==> src/inc/pscs_pkg.sv <==
package pscs_pkg;

  // ----------------------------------------------------------------------
  // Power states
  // ----------------------------------------------------------------------
  typedef enum logic [3:0] {
    PSCS_PREACTIVE = 4'b0001,
    PSCS_ACTIVE    = 4'b0010,
    PSCS_STANDBY   = 4'b0100,
    PSCS_SLEEP     = 4'b1000
  } pscs_state_t;

  // ----------------------------------------------------------------------
  // Clock figures
  // ----------------------------------------------------------------------
  localparam int PSCS_MCLK_MHZ = 100;
  localparam int PSCS_WAKE_TIME_US = 200;
  localparam int PSCS_WAKE_CYCLES = PSCS_WAKE_TIME_US * PSCS_MCLK_MHZ;
  localparam int PSCS_WAKE_CNT_W = 16;
  localparam int PSCS_NUM_WAKE = 5;
  localparam int PSCS_NUM_PULLUP = 3;
  localparam logic [1:0] PSCS_FREQ_16M = 2'h1;
  localparam logic [1:0] PSCS_FREQ_32M = 2'h2;
  localparam logic [1:0] PSCS_FREQ_OFF = 2'h0;
  localparam logic PSCS_RET_24K = 1'b1;

  // ----------------------------------------------------------------------
  // Reset values
  // ----------------------------------------------------------------------
  localparam logic [15:0] PSCS_CNT_RST = 16'h0000;
  localparam logic [4:0] PSCS_WAKE_RST = 5'h1f;

endpackage

==> src/design/pscs_sequencer.sv <==
// Functional notes
// - Out of reset the sequencer sits in pre-active on both RC oscillators.
// - Pre-active is entered from reset, standby or sleep and leads only on.
// - Active is entered only from pre-active.
// - Active runs on the high-speed crystal with the 16MHz RC switched off.
// - Radio transmit or receive is allowed only in active.
// - Standby comes only from active, keeps 12 or 24kB, exits to pre-active.
// - Five wake pins are accepted; three pulled up, two driven externally.
// - Standby resume takes about 200us before running again.
// - Sleep comes only from active, keeps RAM and the low-speed oscillator.
// - Sleep honours the same five wake pins and exits via pre-active.
// - The 16MHz RC supplies high speed while the crystal starts up.
// - Radio is refused unless a 16 or 32MHz crystal is running.
// - With 32MHz crystal the core runs 32MHz, the peripherals 16MHz.
// - With 16MHz crystal core and all the clock tree run at 16MHz.
// - Sleep uses the low-speed clock from RC or 32kHz crystal; standby stops both.
`timescale 1ns/1ps
module pscs_sequencer (
  // Clock and reset
  input wire logic mclk,
  input wire logic rst_n,
  // Supplies and oscillators
  input wire logic supplies_ok,
  input wire logic hs_xtal_ready,
  input wire logic hs_xtal_32m,
  input wire logic ls_xtal_sel,
  // Software requests
  input wire logic req_standby,
  input wire logic req_sleep,
  input wire logic ret_24k,
  input wire logic radio_req,
  // Wake pins
  input wire logic wake_pin_a,
  input wire logic wake_pin_b,
  input wire logic wake_pin_c,
  input wire logic wake_pin_d,
  input wire logic wake_pin_e,
  // Status and controls
  output pscs_pkg::pscs_state_t state,
  output logic rc16_en,
  output logic hs_xtal_en,
  output logic ls_rc_en,
  output logic ls_xtal_en,
  output logic ram_ret_24k,
  output logic radio_en,
  output logic [1:0] core_freq,
  output logic [1:0] periph_freq,
  output logic wake_pullup_en,
  output logic running
);
  import pscs_pkg::*;

  // ----------------------------------------------------------------------
  // Wake pin synchronisers
  // ----------------------------------------------------------------------
  logic [4:0] wake_raw;
  logic [4:0] wake_s;
  // Driven pins inverted first so all flops idle high out of reset
  assign wake_raw = {~wake_pin_e, ~wake_pin_d, wake_pin_c, wake_pin_b,
                     wake_pin_a};

  // Pins a..c idle high on pull-ups; d and e driven by sensors
  genvar gi;
  generate
    for (gi = 0; gi < PSCS_NUM_WAKE; gi++) begin : g_sync
      pscs_sync u_sync (
        .mclk(mclk),
        .rst_n(rst_n),
        .d(wake_raw[gi]),
        .q(wake_s[gi])
      );
    end
  endgenerate

  // Any low synchronised level is a wake
  logic wake_any;
  assign wake_any = ~&wake_s;

  // ----------------------------------------------------------------------
  // State machine
  // ----------------------------------------------------------------------
  pscs_state_t state_r;
  pscs_state_t state_nxt;
  logic [15:0] cnt_r;
  logic [15:0] cnt_nxt;
  logic ret_r;
  logic ret_nxt;
  logic running_r;
  logic running_nxt;

  always_comb begin
    state_nxt = state_r;
    cnt_nxt = cnt_r;
    ret_nxt = ret_r;
    running_nxt = running_r;
    unique case (state_r)
      PSCS_PREACTIVE: begin
        // Only way out is active, once the crystal is stable
        if (cnt_r != 16'h0000) begin
          cnt_nxt = cnt_r - 16'h0001;
        end else if (supplies_ok && hs_xtal_ready) begin
          state_nxt = PSCS_ACTIVE;
          running_nxt = 1'b1;
        end
      end
      PSCS_ACTIVE: begin
        // Standby wins when both are asked in the same cycle
        if (req_standby) begin
          state_nxt = PSCS_STANDBY;
          ret_nxt = ret_24k;
          running_nxt = 1'b0;
        end else if (req_sleep) begin
          state_nxt = PSCS_SLEEP;
          ret_nxt = ret_24k;
          running_nxt = 1'b0;
        end
      end
      PSCS_STANDBY: begin
        if (wake_any) begin
          state_nxt = PSCS_PREACTIVE;
          cnt_nxt = PSCS_WAKE_CYCLES[15:0] - 16'h0001;
        end
      end
      PSCS_SLEEP: begin
        if (wake_any) begin
          state_nxt = PSCS_PREACTIVE;
        end
      end
      default: begin
        state_nxt = PSCS_PREACTIVE;
        running_nxt = 1'b0;
      end
    endcase
  end

  // Reset lands in pre-active on RC oscillators
  always_ff @(posedge mclk or negedge rst_n) begin
    if (!rst_n) begin
      state_r <= PSCS_PREACTIVE;
      cnt_r <= PSCS_CNT_RST;
      ret_r <= PSCS_RET_24K;
      running_r <= 1'b0;
    end else begin
      state_r <= state_nxt;
      cnt_r <= cnt_nxt;
      ret_r <= ret_nxt;
      running_r <= running_nxt;
    end
  end

  // ----------------------------------------------------------------------
  // Clock and radio controls
  // ----------------------------------------------------------------------
  logic rc16_nxt;
  logic rc16_r;
  logic hsx_nxt;
  logic hsx_r;
  logic lsrc_nxt;
  logic lsrc_r;
  logic lsx_nxt;
  logic lsx_r;
  logic radio_nxt;
  logic radio_r;
  logic [1:0] core_nxt;
  logic [1:0] core_r;
  logic [1:0] per_nxt;
  logic [1:0] per_r;
  logic pullup_nxt;
  logic pullup_r;

  always_comb begin
    rc16_nxt = 1'b0;
    hsx_nxt = 1'b0;
    lsrc_nxt = ~ls_xtal_sel;
    lsx_nxt = ls_xtal_sel;
    radio_nxt = 1'b0;
    core_nxt = PSCS_FREQ_OFF;
    per_nxt = PSCS_FREQ_OFF;
    pullup_nxt = 1'b1;
    unique case (state_nxt)
      PSCS_PREACTIVE: begin
        // RC carries the core while the crystal starts
        rc16_nxt = 1'b1;
        hsx_nxt = 1'b1;
        lsrc_nxt = 1'b1;
        core_nxt = PSCS_FREQ_16M;
        per_nxt = PSCS_FREQ_16M;
      end
      PSCS_ACTIVE: begin
        rc16_nxt = 1'b0;
        hsx_nxt = 1'b1;
        radio_nxt = radio_req && hs_xtal_ready;
        if (hs_xtal_32m) begin
          core_nxt = PSCS_FREQ_32M;
          per_nxt = PSCS_FREQ_16M;
        end else begin
          core_nxt = PSCS_FREQ_16M;
          per_nxt = PSCS_FREQ_16M;
        end
      end
      PSCS_STANDBY: begin
        lsrc_nxt = 1'b0;
        lsx_nxt = 1'b0;
      end
      PSCS_SLEEP: begin
        // Low-speed clock kept for periodic connection events
        lsrc_nxt = ~ls_xtal_sel;
        lsx_nxt = ls_xtal_sel;
      end
      default: begin
        rc16_nxt = 1'b1;
      end
    endcase
  end

  always_ff @(posedge mclk or negedge rst_n) begin
    if (!rst_n) begin
      rc16_r <= 1'b1;
      hsx_r <= 1'b1;
      lsrc_r <= 1'b1;
      lsx_r <= 1'b0;
      radio_r <= 1'b0;
      core_r <= PSCS_FREQ_16M;
      per_r <= PSCS_FREQ_16M;
      pullup_r <= 1'b1;
    end else begin
      rc16_r <= rc16_nxt;
      hsx_r <= hsx_nxt;
      lsrc_r <= lsrc_nxt;
      lsx_r <= lsx_nxt;
      radio_r <= radio_nxt;
      core_r <= core_nxt;
      per_r <= per_nxt;
      pullup_r <= pullup_nxt;
    end
  end

  assign state = state_r;
  assign rc16_en = rc16_r;
  assign hs_xtal_en = hsx_r;
  assign ls_rc_en = lsrc_r;
  assign ls_xtal_en = lsx_r;
  assign ram_ret_24k = ret_r;
  assign radio_en = radio_r;
  assign core_freq = core_r;
  assign periph_freq = per_r;
  assign wake_pullup_en = pullup_r;
  assign running = running_r;

  // ----------------------------------------------------------------------
  // Checks
  // ----------------------------------------------------------------------
  a_active_entry: assert property (@(posedge mclk) disable iff (!rst_n)
    state_r == PSCS_ACTIVE && $past(state_r) != PSCS_ACTIVE
    |-> $past(state_r) == PSCS_PREACTIVE)
    else $error("active entered not from pre-active");
  a_standby_entry: assert property (@(posedge mclk) disable iff (!rst_n)
    $rose(state_r == PSCS_STANDBY) |-> $past(state_r) == PSCS_ACTIVE)
    else $error("standby entered not from active");
  a_sleep_entry: assert property (@(posedge mclk) disable iff (!rst_n)
    $rose(state_r == PSCS_SLEEP) |-> $past(state_r) == PSCS_ACTIVE)
    else $error("sleep entered not from active");
  a_preactive_exit: assert property (@(posedge mclk) disable iff (!rst_n)
    state_r == PSCS_PREACTIVE ##1 state_r != PSCS_PREACTIVE
    |-> state_r == PSCS_ACTIVE)
    else $error("pre-active left toward other than active");
  a_radio_gate: assert property (@(posedge mclk) disable iff (!rst_n)
    radio_en |-> state_r == PSCS_ACTIVE && hs_xtal_en && !rc16_en)
    else $error("radio on outside active");
  a_radio_xtal: assert property (@(posedge mclk) disable iff (!rst_n)
    radio_en |-> $past(hs_xtal_ready))
    else $error("radio on without running crystal");
  a_freq_32m: assert property (@(posedge mclk) disable iff (!rst_n)
    state_r == PSCS_ACTIVE && $past(hs_xtal_32m) && $past(state_r) ==
    PSCS_ACTIVE |-> core_freq == PSCS_FREQ_32M && periph_freq ==
    PSCS_FREQ_16M)
    else $error("32MHz crystal clock split wrong");
  a_standby_wake: assert property (@(posedge mclk) disable iff (!rst_n)
    state_r == PSCS_STANDBY && wake_any |=> state_r == PSCS_PREACTIVE
    ##1 (state_r == PSCS_PREACTIVE) [*8])
    else $error("standby wake did not hold pre-active");
  a_sleep_wake: assert property (@(posedge mclk) disable iff (!rst_n)
    state_r == PSCS_SLEEP && wake_any |=> state_r == PSCS_PREACTIVE &&
    rc16_en)
    else $error("sleep wake did not restart oscillators");
endmodule

==> src/design/pscs_sync.sv <==
`timescale 1ns/1ps
module pscs_sync (
  // Clock and reset
  input wire logic mclk,
  input wire logic rst_n,
  // Data
  input wire logic d,
  output logic q
);
  import pscs_pkg::*;

  logic meta_r;
  logic meta_nxt;
  logic q_r;
  logic q_nxt;

  always_comb begin
    meta_nxt = d;
    q_nxt = meta_r;
  end

  // Reset value is idle high, matching a pulled-up pin
  always_ff @(posedge mclk or negedge rst_n) begin
    if (!rst_n) begin
      meta_r <= 1'b1;
      q_r <= 1'b1;
    end else begin
      meta_r <= meta_nxt;
      q_r <= q_nxt;
    end
  end

  assign q = q_r;
endmodule

==> config.mk <==
export PLATFORM = sky130hd
export DESIGN_NAME = pscs_sequencer
export DESIGN_NICKNAME = d
export VERILOG_FILES = /design/src/inc/pscs_pkg.sv /design/src/design/pscs_sequencer.sv /design/src/design/pscs_sync.sv
export SDC_FILE = /design/constraint.sdc
export NUM_CORES = 1
export LEC_CHECK = 0
export BUFFER_PORTS_ARGS = -buffer_cell sky130_fd_sc_hd__buf_2
export CAP_MARGIN = 20
export CORE_MARGIN = 5
export CORE_UTILIZATION = 60
export CTS_CLUSTER_DIAMETER = 30
export DETAILED_ROUTE_END_ITERATION = 6
export GPL_TIMING_DRIVEN = 0
export PLACE_DENSITY = 0.87
export RECOVER_POWER = 25
export SYNTH_ARGS = -nofsm -noshare
export SYNTH_HDL_FRONTEND = slang
export SYNTH_SLANG_ARGS = --single-unit
==> constraint.sdc <==
create_clock -name mclk -period 2.9 [get_ports mclk]
set_input_delay 0.145 -clock mclk [delete_from_list [all_inputs] [get_ports mclk]]
set_output_delay 0.145 -clock mclk [all_outputs]
set_load 0.01 [all_outputs]
Word-level counts from Yosys, hierarchy flattened
Cells that the tools add are included.
{ "op_classes": {"muxes": 24, "n_bitwise": 4, "eq_ne": 13, "reduce_logical": 12, "n_addsub": 1} }
{ "op_table": {"columns": ["operator", "n"], "rows": [
  ["16-bit 2-to-1 mux", 2],
  ["16-bit case mux with 2 select lines", 1],
  ["4-bit 2-to-1 mux", 5],
  ["16-bit nonzero test", 1],
  ["16-bit by 1-bit subtractor with 16-bit output (second input constant)", 1],
  ["4-bit case mux with 3 select lines", 1],
  ["1-bit 2-to-1 mux", 11],
  ["4-bit by 1-bit == test with 1-bit output (second input constant)", 2],
  ["4-bit by 2-bit == test with 1-bit output (second input constant)", 2],
  ["4-bit by 3-bit == test with 1-bit output (second input constant)", 2],
  ["4-bit == test (second input constant)", 2],
  ["2-bit inequality test (second input constant)", 4],
  ["5-bit AND reduction", 1],
  ["1-bit NOT", 4],
  ["2-bit case mux with 2 select lines", 1],
  ["4-bit AND reduction", 1],
  ["2-bit nonzero test", 2],
  ["2-bit OR reduction", 2],
  ["3-bit inequality test (second input constant)", 1],
  ["1-bit case mux with 3 select lines", 1],
  ["3-bit AND reduction", 1],
  ["3-bit OR reduction", 1],
  ["1-bit logical AND", 2],
  ["2-bit 2-to-1 mux", 1],
  ["2 further kinds", 2]
]} }
{ "totals": {"ff_bits": 41, "inputBits": 15, "word_cells": 75, "output_inout_bits": 16} }

Logic depth before layout (Yosys ltp)
{ "depth": {"ltp_word": 7, "mapped_depth": 8} }

By module
Synthesis repeated with hierarchy kept, for this count alone.
{ "hier_totals": {"hier_cells": 186, "area_unflattened_um2": 2028.2} }
{ "modules_own_cells": {"columns": ["module", "area_each_um2", "instances", "seq_area_each_um2", "cells_each"], "rows": [
  ["pscs_sequencer", 1765.4, 1, 733.2, 176],
  ["pscs_sync", 52.6, 5, 52.6, 2]
]} }

Worst setup path before layout
Ideal clock, no wire load.
{ "synth_path": {"path_type": "register -> register", "start": "register state_r[0], in the netlist state[0]", "end": "register cnt_r[8]", "path_stages_with_launch": 8, "slack_ns": 1.021, "arrival_time_ns": 1.799, "required_ns": 2.821, "path_buffers": 2, "synth_period_minus_slack_ns": 1.879, "setup_time_ns": 0.079, "cell_sequence": "dfstp_2 buf_6 xor2_2 o211ai_2 a21o_4 buf_6 nor4_1 mux2i_1"} }
{ "synth_via": {"elab_chain_len": 3, "elab_cells_between_ends": 7, "classes_between": "4 x eq/ne; 1 x mux; 2 x reduce/logical"} }
{ "synth_lines": {"columns": ["element", "line_no", "source"], "rows": [
  ["start: declaration", "pscs_sequencer.sv:82", "pscs_state_t state_r;"],
  ["start signal: assignment", "pscs_sequencer.sv:144", "state_r <= state_nxt;"],
  ["4-bit by 1-bit == test with 1-bit output or 4-bit by 3-bit == test with 1-bit output (tied branches)", "pscs_sequencer.sv:96", "unique case (state_r)"],
  ["2-bit inequality test (no source line) or 2-bit nonzero test (tied branches)", null, null],
  ["3-bit AND reduction (no source line)", null, null],
  ["end signal: assignment", "pscs_sequencer.sv:145", "cnt_r <= cnt_nxt;"],
  ["end: declaration", "pscs_sequencer.sv:84", "logic [15:0] cnt_r;"]
]} }
Several ways; a longest one is shown, not always the timed one.
A chain may end at the register's enable or synchronous reset.

Worst setup path in the final report
Ends and elaborated chain as after synthesis.

==> run summary <==
Setup CP Type -> reg -> reg
worst clock skew -> 0.0107 ns
Post-synth EDFFs -> 0
half-perimeter wire length after detailed placement -> 2.78 mm
Root Buffer Master -> sky130_fd_sc_hd__clkbuf_4
DR DRC count -> 0
synthesized instance count -> 167
Final Hold Violating Endpoints -> 0
grt ovf -> 0
unrepaired setup endpoints after global routing -> false
aggregate negative setup slack -> 0 ns
htree depth -> 2
Hold WS -> 0.0495 ns
share of layout cells above drive strength 1 -> 0.355
source-to-sink clock delay at the later pin of the worst-skew pair -> 0.34 ns
leakage component of the power -> 0.946 nW
wire per inst -> 14.9 um
total routed wirelength -> 3.80 mm
number of warnings reported in the yosys synthesis log -> 0
arrival time worst endpoint -> 2.31 ns
Crit. End Element -> register
share of synthesized flip-flops with an asynchronous set or reset -> 1.00
worst hold path type -> in -> reg
utilization after layout -> 0.738
Peak VDD IR -> 0.395 mV
distinct cell type count after synthesis -> 56
post-placement cell count -> 239
number of global-route vias before repair -> 1,457
DRC marker count from the first detailed-route iteration -> 103
total die area -> 4450 um2
required time of the worst setup path -> 3.16 ns
all-layer global routing usage -> 0.202
wire length of the first global-routing pass -> 6.64 mm
chip height -> 66.7 um
first-pass iteration count of the detailed router -> 4
cts bufs inserted -> 5
share of the yosys chip area belonging to registers -> 0.516
power per cell area -> 573 nW/um2
count of vias placed by the detailed router -> 1,383
worst rel slew slack -> -0.299
Top Ports -> 31
remaining number of nets flagged by the antenna check after routing -> 0
maximum clock frequency -> 490 MHz
CTS sink cnt -> 39
die width -> 66.7 um
Placement Rows -> 20
synthesis-stage register bit count -> 39
biggest fanout along the worst timing path -> 10
Main synth FF type -> sky130_fd_sc_hd__dfrtp_1
TritonCTS clock tree -> built
Area growth syn-to-layout -> 17.8%
Initial Utilization -> 0.627
initial antenna violation count -> 0
crit share post-route -> 0.704
element type at the critical path start -> register
final antenna diode count -> 0
final critical path time including I/O delays and setup -> 2.04 ns
post-route non-filler standard cell count -> 255
GP Congestion -> 0.752
pin count of the biggest net entering global routing -> 40
post-CTS clock slew at the launch and capture registers of the worst setup and hold paths -> 0.10 ns
setup violators final -> 0
netlist area before placement -> 1930 um2
CORE AREA -> 3080 um2
Port Buffer Count -> 28
average size of a mapped cell -> 11.6 um2
status -> finished, violations left
min setup slack post-route -> 0.858 ns
violated checks -> capacitance limit, slew limit
post-detailed-route via-to-cell ratio -> 5.42
number of nets in the layout -> 227
slew at the pin closest to its max-slew limit -> 1.95 ns
max-cap violation count -> 1
net count after synthesis -> 184
final slew viol count -> 40
Resized Gates After CTS -> 0
pre-CTS setup slack -> 0.890 ns
Clock Path Buffers -> 2
==> power by group <==
| group | internal [W] | switching (W) | total [W] |
|---|---|---|---|
| Clock | 0.000143 | 0.000165 | 0.000307 |
| Sequential | 0.000634 | 0.000113 | 0.000747 |
| Combinational | 0.000125 | 0.000123 | 0.000248 |
==> through the flow <==
step | cell area (um2) | power (W)
2_1_floorplan | 1930 | 0.000910
3_3_place_gp | 2120 | 0.000959
3_5_place_dp | 2120 | 0.000995
4_1_cts | 2270 | 0.00131
5_1_grt | 2270 | 0.00139
6_report | 2270 | 0.00130
==> flip-flops by register name, indices dropped and copies added, names as in the netlist, 2 cells and up <==
signal / count
cnt_r: 16
g_sync.u_sync.meta_r: 5
g_sync.u_sync.q: 5
state: 4
core_freq: 2
==> cell usage in the layout (no fill, tap or decap), types with 3 or more instances in the layout <==
master                          instances
sky130_fd_sc_hd__nor4_4                 3
sky130_fd_sc_hd__dlygate4sd3_1          8
sky130_fd_sc_hd__clkbuf_4               5
sky130_fd_sc_hd__o31ai_1                3
sky130_fd_sc_hd__buf_2                 28
sky130_fd_sc_hd__buf_4                  4
sky130_fd_sc_hd__dfstp_2               16
sky130_fd_sc_hd__nand4_1                4
sky130_fd_sc_hd__buf_6                  3
sky130_fd_sc_hd__a21oi_1                7
sky130_fd_sc_hd__or3_1                  8
sky130_fd_sc_hd__nand2b_1               5
sky130_fd_sc_hd__o21ai_0                3
sky130_fd_sc_hd__nand3_1                4
sky130_fd_sc_hd__or4_1                  3
sky130_fd_sc_hd__xor2_1                 3
sky130_fd_sc_hd__nor2_1                12
sky130_fd_sc_hd__inv_1                  6
sky130_fd_sc_hd__dfrtp_1               23
sky130_fd_sc_hd__xnor2_1                3
sky130_fd_sc_hd__nand2_1                8
==> synthesized netlist by cell type (all sizes together), types with 2 or more instances <==
library cell  count  share of area
dfrtp            23           0.30
dfstp            16           0.22
nor2             14          0.030
buf               9          0.038
nand2             8          0.016
or3               8          0.026
a21oi             7          0.018
inv               6          0.012
nor4              6          0.046
nand2b            5          0.016
o21ai             5          0.015
nand3             4          0.010
nand4             4          0.013
or4               4          0.018
xor2              4          0.022
and4              3          0.015
o31ai             3          0.012
or2               3          0.011
xnor2             3          0.014
and2              2         0.0065
and3              2         0.0065
conb              2         0.0039
ha                2          0.013
mux2i             2          0.010
nor2b             2         0.0065
nor3              2         0.0052
nor4b             2          0.012
o22a              2         0.0091
==> critical path: stages, from the launching register on <==
cell and delay (ns):
sky130_fd_sc_hd__dfstp_2 0.55, sky130_fd_sc_hd__buf_6 0.13, sky130_fd_sc_hd__xor2_2 0.17, sky130_fd_sc_hd__o211ai_2 0.19, sky130_fd_sc_hd__a21o_4 0.25, sky130_fd_sc_hd__buf_6 0.14, sky130_fd_sc_hd__nor4_1 0.32, sky130_fd_sc_hd__mux2i_1 0.22
==> final timing paths <==
check                                             startpoint                           end  slack, ns  depth (start not counted)
max reg2reg                               state[0]$_DFF_PN1_          cnt_r[8]$_DFFE_PN0P_       0.86                          7
min                                                  ret_24k       ram_ret_24k$_DFFE_PN1P_       0.05                          2
min reg2reg                g_sync[4].u_sync.meta_r$_DFF_PN1_  g_sync[4].u_sync.q$_DFF_PN1_       0.37                          0
max                                       state[0]$_DFF_PN1_          cnt_r[8]$_DFFE_PN0P_       0.86                          7
min in group asynchronous                              rst_n          cnt_r[3]$_DFFE_PN0P_       0.88                          2
max in group asynchronous                              rst_n          cnt_r[8]$_DFFE_PN0P_       0.90                          2
==> logic make-up after synthesis <==
| group | share of synthesized area |
|---|---|
| adders and majority gates | 0.0130 |
| other | 0.00389 |
| and+or+nand+nor | 0.261 |
| AOI/OAI and AO/OA | 0.104 |
| muxes | 0.0162 |
| xor gates and xnor gates | 0.0357 |
| buffers and inverters | 0.0493 |
| DFF | 0.516 |
==> routing by layer <==
| layer | GRT usage | vias up | wire length [um] |
|---|---|---|---|
| met5 | 0 | - | 0 |
| met4 | 0.0431 | 0 | 11 |
| met3 | 0.0641 | 2 | 174 |
| met2 | 0.366 | 29 | 2030 |
| met1 | 0.230 | 666 | 1580 |
| li1 | - | 686 | - |
==> timing repair <==
item	CTS	global route
buffers inserted	0	0
endpoints found under the hold margin	30	0
hold buffers	8	0
==> cell type report <==
| type | instances | area (um2) |
|---|---|---|
| inverter | 6 | 22.5 |
| clock buffer | 8 | 68.8 |
| buffer | 9 | 72.6 |
| fill | 225 | 806 |
| sequential | 39 | 996 |
| timing repair buffer | 36 | 219 |
| tap | 44 | 55.1 |
| multi-input combinational | 113 | 838 |
No activity file was read; power rests on OpenSTA's default activity.
